[src/shared/bpc_pkg.sv]
// Shared constants, types and decode helpers for the buck control and supervision block.
package bpc_pkg;

	// ************************************************************
	// Register map (byte addresses on the APB port)
	// ************************************************************
	localparam int unsigned ADDR_W = 8;
	localparam logic [ADDR_W-1:0] CTRL_OFF = 8'h00;
	localparam logic [ADDR_W-1:0] STATUS_OFF = 8'h04;
	localparam logic [ADDR_W-1:0] MASK_OFF = 8'h08;
	localparam logic [ADDR_W-1:0] STATE_OFF = 8'h0C;

	// ************************************************************
	// Field positions and reset values
	// ************************************************************
	localparam int unsigned CTRL_EN_BIT = 0;
	localparam int unsigned CTRL_LDO_BIT = 1;
	localparam int unsigned CTRL_CL_BIT = 2;
	localparam int unsigned CTRL_VSEL_LSB = 3;
	localparam logic CTRL_EN_RST = 1'b1;
	localparam logic CTRL_LDO_RST = 1'b1;
	localparam logic CTRL_CL_RST = 1'b0;
	localparam int unsigned STAT_W = 3;
	localparam int unsigned STAT_UV_BIT = 0;
	localparam int unsigned STAT_OCP_BIT = 1;
	localparam int unsigned STAT_DRV_BIT = 2;
	localparam logic [STAT_W-1:0] STAT_RST = 3'h0;
	localparam logic [STAT_W-1:0] MASK_RST = 3'h0;
	localparam int unsigned ST_HS_BIT = 0;
	localparam int unsigned ST_LS_BIT = 1;
	localparam int unsigned ST_LDO_BIT = 2;
	localparam int unsigned ST_CMP_BIT = 3;
	localparam int unsigned ST_UV_BIT = 4;
	localparam int unsigned ST_CLL_BIT = 5;
	localparam int unsigned ST_RRQ_BIT = 6;

	// ************************************************************
	// Encodings
	// ************************************************************
	typedef enum logic [1:0] {VSEL_3V3, VSEL_4V0, VSEL_5V0, VSEL_5V7} bpc_vsel_type;
	localparam logic LDO_SRC_MOTOR = 1'b1;
	localparam logic CL_SEL_600MA = 1'b0;
	localparam logic CL_SEL_150MA = 1'b1;

	// ************************************************************
	// Timing
	// ************************************************************
	localparam int unsigned CLK_PERIOD_PS = 5000;
	localparam int unsigned RST_PULSE_NS = 1000;
	localparam int unsigned RST_PULSE_CYC = (RST_PULSE_NS * 1000 + CLK_PERIOD_PS - 1) / CLK_PERIOD_PS;

	// The internal regulator may only draw from the converter at the two high output settings.
	function automatic logic bpc_buck_feed_ok(input bpc_vsel_type vsel);
		return (vsel == VSEL_5V0) || (vsel == VSEL_5V7);
	endfunction

endpackage

[src/verilog/bpc_gate_ctrl.sv]
// Switch sequencer: pulse-frequency voltage loop with peak current limit and dead time.
`timescale 1ns/10ps
module bpc_gate_ctrl (
	// Clock and reset
	input wire logic i_clk,
	input wire logic i_resetn,
	// Control
	input wire logic i_enable,
	input wire logic i_force_off,
	// Comparators
	input wire logic i_below_ref,
	input wire logic i_cl_hit,
	// Switches and current-limit latch
	output logic o_hs_on,
	output logic o_ls_on,
	output logic o_cl_latched
);
	import bpc_pkg::*;

	typedef enum logic [1:0] {GS_IDLE, GS_HS, GS_DEAD, GS_LS} bpc_gate_type;
	bpc_gate_type state_q, state_d;
	logic cl_latch_q;

	always_comb begin
		state_d = state_q;
		case (state_q)
			GS_IDLE: if (i_enable && !i_force_off && i_below_ref && !cl_latch_q) state_d = GS_HS; // [RQ3] [RQ12]
			GS_HS: if (i_force_off || !i_below_ref || i_cl_hit) state_d = GS_DEAD; // [RQ3] [RQ5]
			GS_DEAD: state_d = (i_enable && !i_force_off) ? GS_LS : GS_IDLE; // [RQ13]
			GS_LS: if (i_force_off || !i_enable || (i_below_ref && !cl_latch_q)) state_d = GS_IDLE; // [RQ13]
			default: state_d = GS_IDLE;
		endcase
	end

	always_ff @(posedge i_clk or negedge i_resetn) begin
		if (!i_resetn) state_q <= GS_IDLE;
		else state_q <= state_d;
	end

	// A trip holds until the comparator drops; a trip in that same cycle still latches.
	always_ff @(posedge i_clk or negedge i_resetn) begin
		if (!i_resetn) cl_latch_q <= 1'b0;
		else if (state_q == GS_HS && i_cl_hit) cl_latch_q <= 1'b1; // [RQ12]
		else if (!i_below_ref) cl_latch_q <= 1'b0; // [RQ12]
	end

	// Force-off gates the outputs at once so an over-current never waits for the state.
	assign o_hs_on = (state_q == GS_HS) && !i_force_off; // [RQ8]
	assign o_ls_on = (state_q == GS_LS) && !i_force_off; // [RQ8] [RQ13]
	assign o_cl_latched = cl_latch_q;
endmodule

[src/verilog/bpc_reset_pulse.sv]
// Stretches a converter over-current event into a device reset request.
`timescale 1ns/10ps
module bpc_reset_pulse #(
	parameter int unsigned CYC = bpc_pkg::RST_PULSE_CYC
) (
	// Clock and reset
	input wire logic i_clk,
	input wire logic i_resetn,
	// Event and request
	input wire logic i_trigger,
	output logic o_req
);
	import bpc_pkg::*;

	localparam int unsigned CW = $clog2(CYC + 1);
	logic [CW-1:0] cnt_q;

	// Retriggers are ignored while the request stands; the device reset ends it anyway.
	always_ff @(posedge i_clk or negedge i_resetn) begin
		if (!i_resetn) cnt_q <= '0;
		else if (cnt_q != '0) cnt_q <= cnt_q - 1'b1;
		else if (i_trigger) cnt_q <= CW'(CYC); // [RQ9]
	end

	assign o_req = (cnt_q != '0);
endmodule

[src/verilog/bpc_top.sv]
// Buck converter control and supervision with its APB register file.
//
// The APB register port and the register addresses were decided locally.
`timescale 1ns/10ps
// Summary of operation
// [RQ1] Control bit picks regulator supply: 1 motor supply, 0 converter output, live.
// [RQ2] Converter-output feed only allowed at the 5 V or 5.7 V setting.
// [RQ3] High side on while below-reference comparator high, off when it falls.
// [RQ4] Reference level follows the current output voltage selection.
// [RQ5] High side turns off whenever switch current exceeds the selected limit.
// [RQ6] Under-voltage keeps running, drives fault low, sets driver and UV flags.
// [RQ7] A device reset may clear the under-voltage indication.
// [RQ8] Over-current disables both high-side and low-side switches.
// [RQ9] Every over-current event requests a full device reset; the code ignores one that comes while a request already stands.
// [RQ10] Current-limit select: 0 gives 600 mA, 1 gives 150 mA.
// [RQ11] Voltage select field chooses 3.3 V, 4 V, 5 V or 5.7 V.
// [RQ12] After a current-limit trip, high side waits for a new comparator request.
// [RQ13] High-side and low-side switches never on together.
module bpc_top #(
	parameter int unsigned RST_CYC = bpc_pkg::RST_PULSE_CYC
) (
	// Clock and reset
	input wire logic i_clk,
	input wire logic i_resetn,
	// APB slave
	input wire logic i_psel,
	input wire logic i_penable,
	input wire logic i_pwrite,
	input wire logic [bpc_pkg::ADDR_W-1:0] i_paddr,
	input wire logic [31:0] i_pwdata,
	output logic [31:0] o_prdata,
	output logic o_pready,
	output logic o_pslverr,
	// Converter comparators
	input wire logic i_converter_below_ref,
	input wire logic i_converter_current_limit_hit,
	input wire logic i_converter_overcurrent,
	input wire logic i_converter_undervoltage,
	// Converter drive and analog selects
	output logic o_hs_on,
	output logic o_ls_on,
	output bpc_pkg::bpc_vsel_type o_converter_reference_level,
	output logic o_converter_peak_current_limit,
	output logic o_aux_ldo_from_motor_supply,
	// System
	output logic o_device_reset_req,
	output logic o_fault_out_n,
	output logic o_irq
);
	import bpc_pkg::*;

	// ************************************************************
	// APB decode
	// ************************************************************
	logic wr_en;
	logic rd_setup;
	logic acc;
	logic mapped;

	function automatic logic is_mapped(input logic [ADDR_W-1:0] a);
		return (a == CTRL_OFF) || (a == STATUS_OFF) || (a == MASK_OFF) || (a == STATE_OFF);
	endfunction

	assign acc = i_psel && i_penable;
	assign mapped = is_mapped(i_paddr);
	assign wr_en = acc && i_pwrite && mapped;
	assign rd_setup = i_psel && !i_penable && !i_pwrite;
	// Read data is captured in the setup cycle, so every access completes with no wait state.
	assign o_pready = 1'b1;
	assign o_pslverr = acc && !mapped;

	// ************************************************************
	// Control register
	// ************************************************************
	logic enable_q;
	logic aux_ldo_source_select_q;
	logic converter_current_limit_select_q;
	bpc_vsel_type vsel_q;
	logic wr_ctrl;

	assign wr_ctrl = wr_en && (i_paddr == CTRL_OFF);

	always_ff @(posedge i_clk or negedge i_resetn) begin
		if (!i_resetn) begin
			enable_q <= CTRL_EN_RST;
			aux_ldo_source_select_q <= CTRL_LDO_RST;
			converter_current_limit_select_q <= CTRL_CL_RST;
			vsel_q <= VSEL_3V3;
		end else if (wr_ctrl) begin
			enable_q <= i_pwdata[CTRL_EN_BIT];
			aux_ldo_source_select_q <= i_pwdata[CTRL_LDO_BIT]; // [RQ1]
			converter_current_limit_select_q <= i_pwdata[CTRL_CL_BIT]; // [RQ10]
			vsel_q <= bpc_vsel_type'(i_pwdata[CTRL_VSEL_LSB +: 2]); // [RQ11]
		end
	end

	// ************************************************************
	// Analog selects
	// ************************************************************
	// A converter feed request at a low output setting falls back to the motor supply,
	// since the converter output would then be too close to the regulator output.
	always_ff @(posedge i_clk or negedge i_resetn) begin
		if (!i_resetn) begin
			o_aux_ldo_from_motor_supply <= LDO_SRC_MOTOR;
			o_converter_reference_level <= VSEL_3V3;
			o_converter_peak_current_limit <= CL_SEL_600MA;
		end else begin
			o_aux_ldo_from_motor_supply <= aux_ldo_source_select_q || !bpc_buck_feed_ok(vsel_q); // [RQ1] [RQ2]
			o_converter_reference_level <= vsel_q; // [RQ4] [RQ11]
			o_converter_peak_current_limit <= converter_current_limit_select_q; // [RQ10]
		end
	end

	// ************************************************************
	// Switch sequencing and over-current reset
	// ************************************************************
	logic force_off;
	logic cl_latched;

	assign force_off = i_converter_overcurrent || o_device_reset_req || !enable_q; // [RQ8]

	bpc_gate_ctrl u_gate (
		.i_clk(i_clk),
		.i_resetn(i_resetn),
		.i_enable(enable_q),
		.i_force_off(force_off),
		.i_below_ref(i_converter_below_ref),
		.i_cl_hit(i_converter_current_limit_hit),
		.o_hs_on(o_hs_on),
		.o_ls_on(o_ls_on),
		.o_cl_latched(cl_latched)
	);

	bpc_reset_pulse #(
		.CYC(RST_CYC)
	) u_rst (
		.i_clk(i_clk),
		.i_resetn(i_resetn),
		.i_trigger(i_converter_overcurrent), // [RQ9]
		.o_req(o_device_reset_req)
	);

	// ************************************************************
	// Status, mask, interrupt and fault pin
	// ************************************************************
	logic [STAT_W-1:0] status_q;
	logic [STAT_W-1:0] status_d;
	logic [STAT_W-1:0] mask_q;
	logic [STAT_W-1:0] events;
	logic [STAT_W-1:0] w1c;

	always_comb begin
		events = '0;
		events[STAT_UV_BIT] = i_converter_undervoltage; // [RQ6]
		events[STAT_OCP_BIT] = i_converter_overcurrent;
		events[STAT_DRV_BIT] = i_converter_undervoltage || i_converter_overcurrent; // [RQ6]
		w1c = (wr_en && i_paddr == STATUS_OFF) ? i_pwdata[STAT_W-1:0] : '0;
		// An event in the clearing cycle survives the clear.
		status_d = (status_q & ~w1c) | events;
	end

	// Nothing here survives a device reset, so an under-voltage flagged before one is forgotten.
	always_ff @(posedge i_clk or negedge i_resetn) begin
		if (!i_resetn) status_q <= STAT_RST; // [RQ7]
		else status_q <= status_d;
	end

	always_ff @(posedge i_clk or negedge i_resetn) begin
		if (!i_resetn) mask_q <= MASK_RST;
		else if (wr_en && i_paddr == MASK_OFF) mask_q <= i_pwdata[STAT_W-1:0];
	end

	always_ff @(posedge i_clk or negedge i_resetn) begin
		if (!i_resetn) o_fault_out_n <= 1'b1; // [RQ7]
		else o_fault_out_n <= !(|status_d); // [RQ6]
	end

	assign o_irq = |(status_q & mask_q);

	// ************************************************************
	// Read data
	// ************************************************************
	logic [31:0] rd_mux;

	always_comb begin
		rd_mux = '0;
		case (i_paddr)
			CTRL_OFF: begin
				rd_mux[CTRL_EN_BIT] = enable_q;
				rd_mux[CTRL_LDO_BIT] = aux_ldo_source_select_q;
				rd_mux[CTRL_CL_BIT] = converter_current_limit_select_q;
				rd_mux[CTRL_VSEL_LSB +: 2] = vsel_q;
			end
			STATUS_OFF: rd_mux[STAT_W-1:0] = status_q;
			MASK_OFF: rd_mux[STAT_W-1:0] = mask_q;
			STATE_OFF: begin
				rd_mux[ST_HS_BIT] = o_hs_on;
				rd_mux[ST_LS_BIT] = o_ls_on;
				rd_mux[ST_LDO_BIT] = o_aux_ldo_from_motor_supply;
				rd_mux[ST_CMP_BIT] = i_converter_below_ref;
				rd_mux[ST_UV_BIT] = i_converter_undervoltage;
				rd_mux[ST_CLL_BIT] = cl_latched;
				rd_mux[ST_RRQ_BIT] = o_device_reset_req;
			end
			default: rd_mux = '0;
		endcase
	end

	always_ff @(posedge i_clk or negedge i_resetn) begin
		if (!i_resetn) o_prdata <= '0;
		else if (rd_setup) o_prdata <= rd_mux;
	end
endmodule
[config.mk]
export PLATFORM = sky130hd
export DESIGN_NAME = bpc_top
export DESIGN_NICKNAME = d
export VERILOG_FILES = /design/src/shared/bpc_pkg.sv /design/src/verilog/bpc_gate_ctrl.sv /design/src/verilog/bpc_reset_pulse.sv /design/src/verilog/bpc_top.sv
export SDC_FILE = /design/constraint.sdc
export NUM_CORES = 1
export LEC_CHECK = 0
export BUFFER_PORTS_ARGS = -buffer_cell sky130_fd_sc_hd__buf_2
export CAP_MARGIN = 30
export CORE_MARGIN = 2
export CORE_UTILIZATION = 49
export CTS_CLUSTER_SIZE = 25
export DETAILED_ROUTE_END_ITERATION = 10
export MAX_ROUTING_LAYER = met4
export PLACE_DENSITY = 0.85
export SLEW_MARGIN = 20
export SYNTH_ARGS = -nofsm -noshare
export SYNTH_HDL_FRONTEND = slang
export SYNTH_SLANG_ARGS = --single-unit
[constraint.sdc]
create_clock -name i_clk -period 5.1 [get_ports i_clk]
set_input_delay 0.255 -clock i_clk [delete_from_list [all_inputs] [get_ports i_clk]]
set_output_delay 0.255 -clock i_clk [all_outputs]
set_load 0.01 [all_outputs]
After elaboration in Yosys (flattened, before gate mapping)
Index checks and enable logic that the tools add are counted.
{"block": "totals", "ff_bits": 34, "input_bits": 49, "mem_bits_ro": 0, "mem_count": 0, "latch_bits": 0, "ramBits": 0}
{"block": "op_classes", "n_eq_ne": 12, "shift": 0, "bitwise": 4, "multipliers": 0, "n_lt_le_gt_ge": 0, "addsub": 1, "div": 0, "muxes": 13, "reduce_logical": 44}
{"operator": "$eq 8x4->1 const B", "n": 2}
{"operator": "$logic_and 1x1->1", "n": 16}
{"operator": "$mux 8", "n": 2}
{"operator": "$logic_or 1x1->1", "n": 12}
{"operator": "$pmux 3 s4", "n": 1}
{"operator": "$mux 2", "n": 5}
{"operator": "$logic_not 1->1", "n": 9}
{"operator": "$eq 2x2->1 const B", "n": 4}
{"operator": "$eq 8x3->1 const B", "n": 1}
{"operator": "$logic_not 8->1", "n": 1}
{"operator": "$ne 2x1->1 const B", "n": 4}
{"operator": "$pmux 2 s4", "n": 1}
{"operator": "$reduce_bool 8->1", "n": 1}
{"operator": "$sub 8x1->8 const B", "n": 1}
{"operator": "$and 3x3->3", "n": 2}
{"operator": "$reduce_or 3->1", "n": 2}
{"operator": "$pmux 2 s2", "n": 1}
{"operator": "$mux 3", "n": 1}
{"operator": "$not 3->3", "n": 1}
{"operator": "$or 3x3->3", "n": 1}
{"operator": "$reduce_and 3->1", "n": 1}
{"operator": "$eq 2x1->1 const B", "n": 1}
{"operator": "$logic_not 2->1", "n": 1}
{"operator": "$mux 1", "n": 2}
{"operator": "$reduce_bool 2->1", "n": 1}

Depth between registers and ports, before layout
{"block": "logic_depth", "ltp_word": 12, "ltp_mapped": 8, "mapped_depth_nobuf": 7}

By module
From an unflattened synthesis, not the netlist that was laid out.
{"block": "hier_totals", "cells_unflattened": 168, "area_unflattened_um2": 1889.3}
{"mod": "bpc_top", "cells_each": 110, "area_each_um2": 1301.2, "seq_area_each_um2": 580.6, "instances": 1}
{"mod": "bpc_reset_pulse", "cells_each": 42, "area_each_um2": 422.9, "seq_area_each_um2": 200.2, "instances": 1}
{"mod": "bpc_gate_ctrl", "cells_each": 16, "area_each_um2": 165.2, "seq_area_each_um2": 75.1, "instances": 1}

Worst setup path before layout
Ideal clock, no wire load.
{"block": "synth_path", "path_type": "input to register", "startpoint": "input port i_paddr[1] (netlist name)", "endpoint": "register mask_q[0]", "required_time_ns": 4.972, "t_arrival_ns": 1.829, "cell_stages": 5, "setup_slack_ns": 3.144, "path_buffers": 1, "cell_sequence": "or4_1 > buf_2 > or2_4 > nor4_4 > mux2_1"}
{"block": "synth_between", "elab_chain_cells": 6, "word_cells_on_any_way": 9, "cone_classes": "eq/ne: 3; reduce/logical: 6"}
{"element": "from (decl)", "line": "bpc_top.sv:29", "rtl": "input wire logic [bpc_pkg::ADDR_W-1:0] i_paddr,"}
{"element": "$eq 8x3->1 or $logic_not 8->1 (tied branches)", "line": "bpc_top.sv:61", "rtl": "return (a == CTRL_OFF) || (a == STATUS_OFF) || (a == MASK_OFF) || (a == STATE_OFF);"}
{"element": "$logic_or 1x1->1 (3 in series)", "line": "bpc_top.sv:61"}
{"element": "$logic_and 1x1->1", "line": "bpc_top.sv:66", "rtl": "assign wr_en = acc && i_pwrite && mapped;"}
{"element": "$logic_and 1x1->1 *", "line": "bpc_top.sv:170", "rtl": "else if (wr_en && i_paddr == MASK_OFF) mask_q <= i_pwdata[STAT_W-1:0];"}
{"element": "to (signal assigned)", "line": "bpc_top.sv:170"}
{"element": "to (decl)", "line": "bpc_top.sv:148", "rtl": "logic [STAT_W-1:0] mask_q;"}
Every way passes the cells marked *; elsewhere a longest branch is shown, timed or not.
A chain may end at the register's enable or synchronous reset.

Worst setup path after layout
{"block": "layout_path", "startpoint": "register u_rst.cnt_q[3]", "endpoint": "output port o_ls_on"}
{"block": "layout_between", "elab_chain_cells": 5}
{"element": "from (decl)", "line": "bpc_reset_pulse.sv:16", "rtl": "logic [CW-1:0] cnt_q;"}
{"element": "from (signal assigned)", "line": "bpc_reset_pulse.sv:21", "rtl": "else if (cnt_q != '0) cnt_q <= cnt_q - 1'b1;"}
{"element": "from (signal assigned)", "line": "bpc_reset_pulse.sv:22", "rtl": "else if (i_trigger) cnt_q <= CW'(CYC);"}
{"element": "$reduce_bool 8->1", "line": "bpc_reset_pulse.sv:25", "rtl": "assign o_req = (cnt_q != '0);"}
{"element": "$logic_or 1x1->1 (2 in series)", "line": "bpc_top.sv:120", "rtl": "assign force_off = i_converter_overcurrent || o_device_reset_req || !enable_q;"}
{"element": "$logic_not 1->1", "line": "bpc_gate_ctrl.sv:49", "rtl": "assign o_ls_on = (state_q == GS_LS) && !i_force_off;"}
{"element": "$logic_and 1x1->1", "line": "bpc_gate_ctrl.sv:49"}
{"element": "to (decl)", "line": "bpc_top.sv:41", "rtl": "output logic o_ls_on,"}
No other way between the ends.

==> results_dict.tcl <==
set metrics [dict create \
    die_x_um 65.7 \
    yosys_warnings 0 \
    num_vias 1411 \
    root_buffer "clkbuf_8" \
    syn_to_final_growth_pct 10.9 \
    finalCriticalPeriod_ps 2110 \
    startpoint_type "register" \
    clk_pin_slew_ps 70 \
    detail-route-antenna-nets 0 \
    tritoncts_num_sinks 34 \
    postPlaceCellArea_um2 1980 \
    slew_headroom 0.523 \
    peakVddDrop_uv 164 \
    synth_area_leaders "dfrtp_1, buf_4, dfstp_2, nand2_1, mux2_2" \
    fin_setup_tns_ps 0 \
    hold_buffers 0 \
    rsz0062_at_grt "false" \
    syn_area_um2 1860 \
    status "finished clean" \
    clk_latency_ps 280 \
    synth_edf_count 0 \
    rr_endpoint "u_rst.cnt_q[1]$_DFFE_PN0P_" \
    post_cts_buffers 0 \
    synthMuxAreaShare 0.0772 \
    fin_util 0.565 \
    synth_top_family_by_area "simple AND/OR/NAND/NOR gates" \
    dp_slack_ps 2930 \
    cp.arrival_ps 1860 \
    rows 22 \
    start_util 0.509 \
    fin_nets 277 \
    syn_inst 191 \
    whs_ps 20.8 \
    startpoint "u_rst.cnt_q[3]$_DFFE_PN0P_" \
    slew_viol_final 0 \
    hold_class "input port to async pin" \
    post-route-cell-area_um2 2070 \
    synth_top_area_cell "dfrtp_1" \
    tightest_slew_ps 715 \
    dieArea_um2 4310 \
    crit_fanout 7 \
    skew_ps 6.28 \
    antenna_cells 0 \
    syn_area_per_cell_um2 9.75 \
    reg2reg_from "u_rst.cnt_q[3]$_DFFE_PN0P_" \
    grt_max_degree 35 \
    power.density_nw_per_um2 335 \
    ios 92 \
    p_leak_nw 1.01 \
    hold_viol_final 0 \
    wl_mm 3.43 \
    yosysUniqueCellTypes 46 \
    synth_compound_area_frac 0.107 \
    setup_violations 0 \
    cts_htree_levels 2 \
    finalWorstSetupSlack_ps 2990 \
    fin_crit_sh 0.414 \
    yosysMostFrequentCell "dfrtp_1" \
    hpwl_mm 2.66 \
    core_area_um2 3660 \
    first_pass_iters 4 \
    crit_type "register to output port" \
    synth_fa_ha_area_frac 0.0134 \
    cts-resized-gates 0 \
    antenna_found_initial 0 \
    gr-total-overflow 0 \
    placed_cells 267 \
    final_cells 275 \
    ys_ff_latch 34 \
    cts_buffers 5 \
    gp_congestion 0.835 \
    yosysSeqAreaShare 0.459 \
    grt_usage 0.181 \
    postSynth.asyncResetShare 1.00 \
    fmax_ghz 0.474 \
    layout-drive-gt1-share 0.273 \
    crit_path_end_kind "output port" \
    synth_top_area_frac 0.403 \
    ff2ff_path_depth 5 \
    grt_pass1_vias 1331 \
    grt_pass1_wl_mm 5.69 \
    synthXorXnorAreaFrac 0.00470 \
    cts_tree "built" \
    yosys_most_used_dff "dfrtp_1" \
    synthSimpleGateAreaFrac 0.189 \
    port_buffers 38 \
    remaining_drc_errors 0 \
    cts_buffer_depth 2 \
    via_per_inst 5.13 \
    p_total_uw 692 \
    initialDrtViolationCount 124 \
    fp.dieH_um 65.7 \
    ff2ff_setup_slack_ps 3220 \
    required_ps 4850 \
    drv_cap 0 \
    wire_per_inst_um 12.5 \
    synth_common_cells "dfrtp_1, buf_4, nand2_1, nor2_1, inv_1" \
]
==> how the worst max path moves through the flow <==
| stage | end | slack [ps] | cells after the start |
|---|---|---|---|
| after global routing | o_hs_on | 2790 | 6 |
| after global placement | mask_q[2]$_DFFE_PN0P_ | 2920 | 5 |
| after CTS | o_ls_on | 2970 | 4 |
| final | o_ls_on | 2990 | 4 |
| after detailed placement | mask_q[1]$_DFFE_PN0P_ | 2930 | 5 |
| after floorplan | mask_q[0]$_DFFE_PN0P_ | 3140 | 5 |
==> layout by cell type (no fill, tap or decap), types with 4 or more instances in the layout <==
cell type | synthesis | final
o21ai_0 | 7 | 7
nor3_1 | 6 | 6
dfrtp_1 | 30 | 30
nor2_1 | 12 | 12
nand2_1 | 24 | 24
nand3_1 | 5 | 5
inv_1 | 11 | 11
mux2_2 | 6 | 6
buf_2 | 2 | 38
conb_1 | 2 | 26
dfstp_2 | 4 | 4
clkbuf_8 | 0 | 6
==> cell families (layout without fill, tap and decap cells) <==
kind of cell,count (synthesis),count (layout)
XOR/XNOR,1,1
flip-flops,34,34
adder cells (fa/ha/maj),2,2
other,2,26
AO/OA/AOI/OAI,28,28
AND/OR/NAND/NOR,67,67
multiplexers,12,12
buffers and inverters,45,57
==> state kept, by name (all words and copies together), names as in the netlist <==
name / count
u_rst.cnt_q: 8
o_prdata: 7
mask_q: 3
status_q: 3
o_converter_reference_level: 2
u_gate.state_q: 2
vsel_q: 2
aux_ldo_source_select_q: 1
converter_current_limit_select_q: 1
enable_q: 1
o_aux_ldo_from_motor_supply: 1
o_converter_peak_current_limit: 1
o_fault_out_n: 1
u_gate.o_cl_latched: 1
==> final cells by class <==
class,instances,area [µm²]
fill,324,1590
sequential,34,856
multi-input combinational,136,828
timing repair buffer,38,190
clock buffer,7,86.3
tap,48,60.1
inverter,11,41.3
clock inverter,1,5.00
==> report_power, final <==
| part | switching (mW) | internal, mW | leakage (nW) | total (mW) |
|---|---|---|---|---|
| combinational | 0.0863 | 0.0659 | 0.533 | 0.152 |
| sequential | 0.0359 | 0.305 | 0.429 | 0.341 |
| clock | 0.0905 | 0.109 | 0.0482 | 0.199 |
==> layer usage <==
metal  track usage  wire length [µm]
met1         0.210              1440
met5             -                 0
met3        0.0428               202
met2         0.292              1720
met4        0.0964                65
==> worst max-delay path: stages (launching register included) <==
cell     delay [ps]
dfrtp_1         430
nor3_1          440
nand4_1         370
nor2_1          190
buf_2           140
Power figures use the tool's default switching activity.
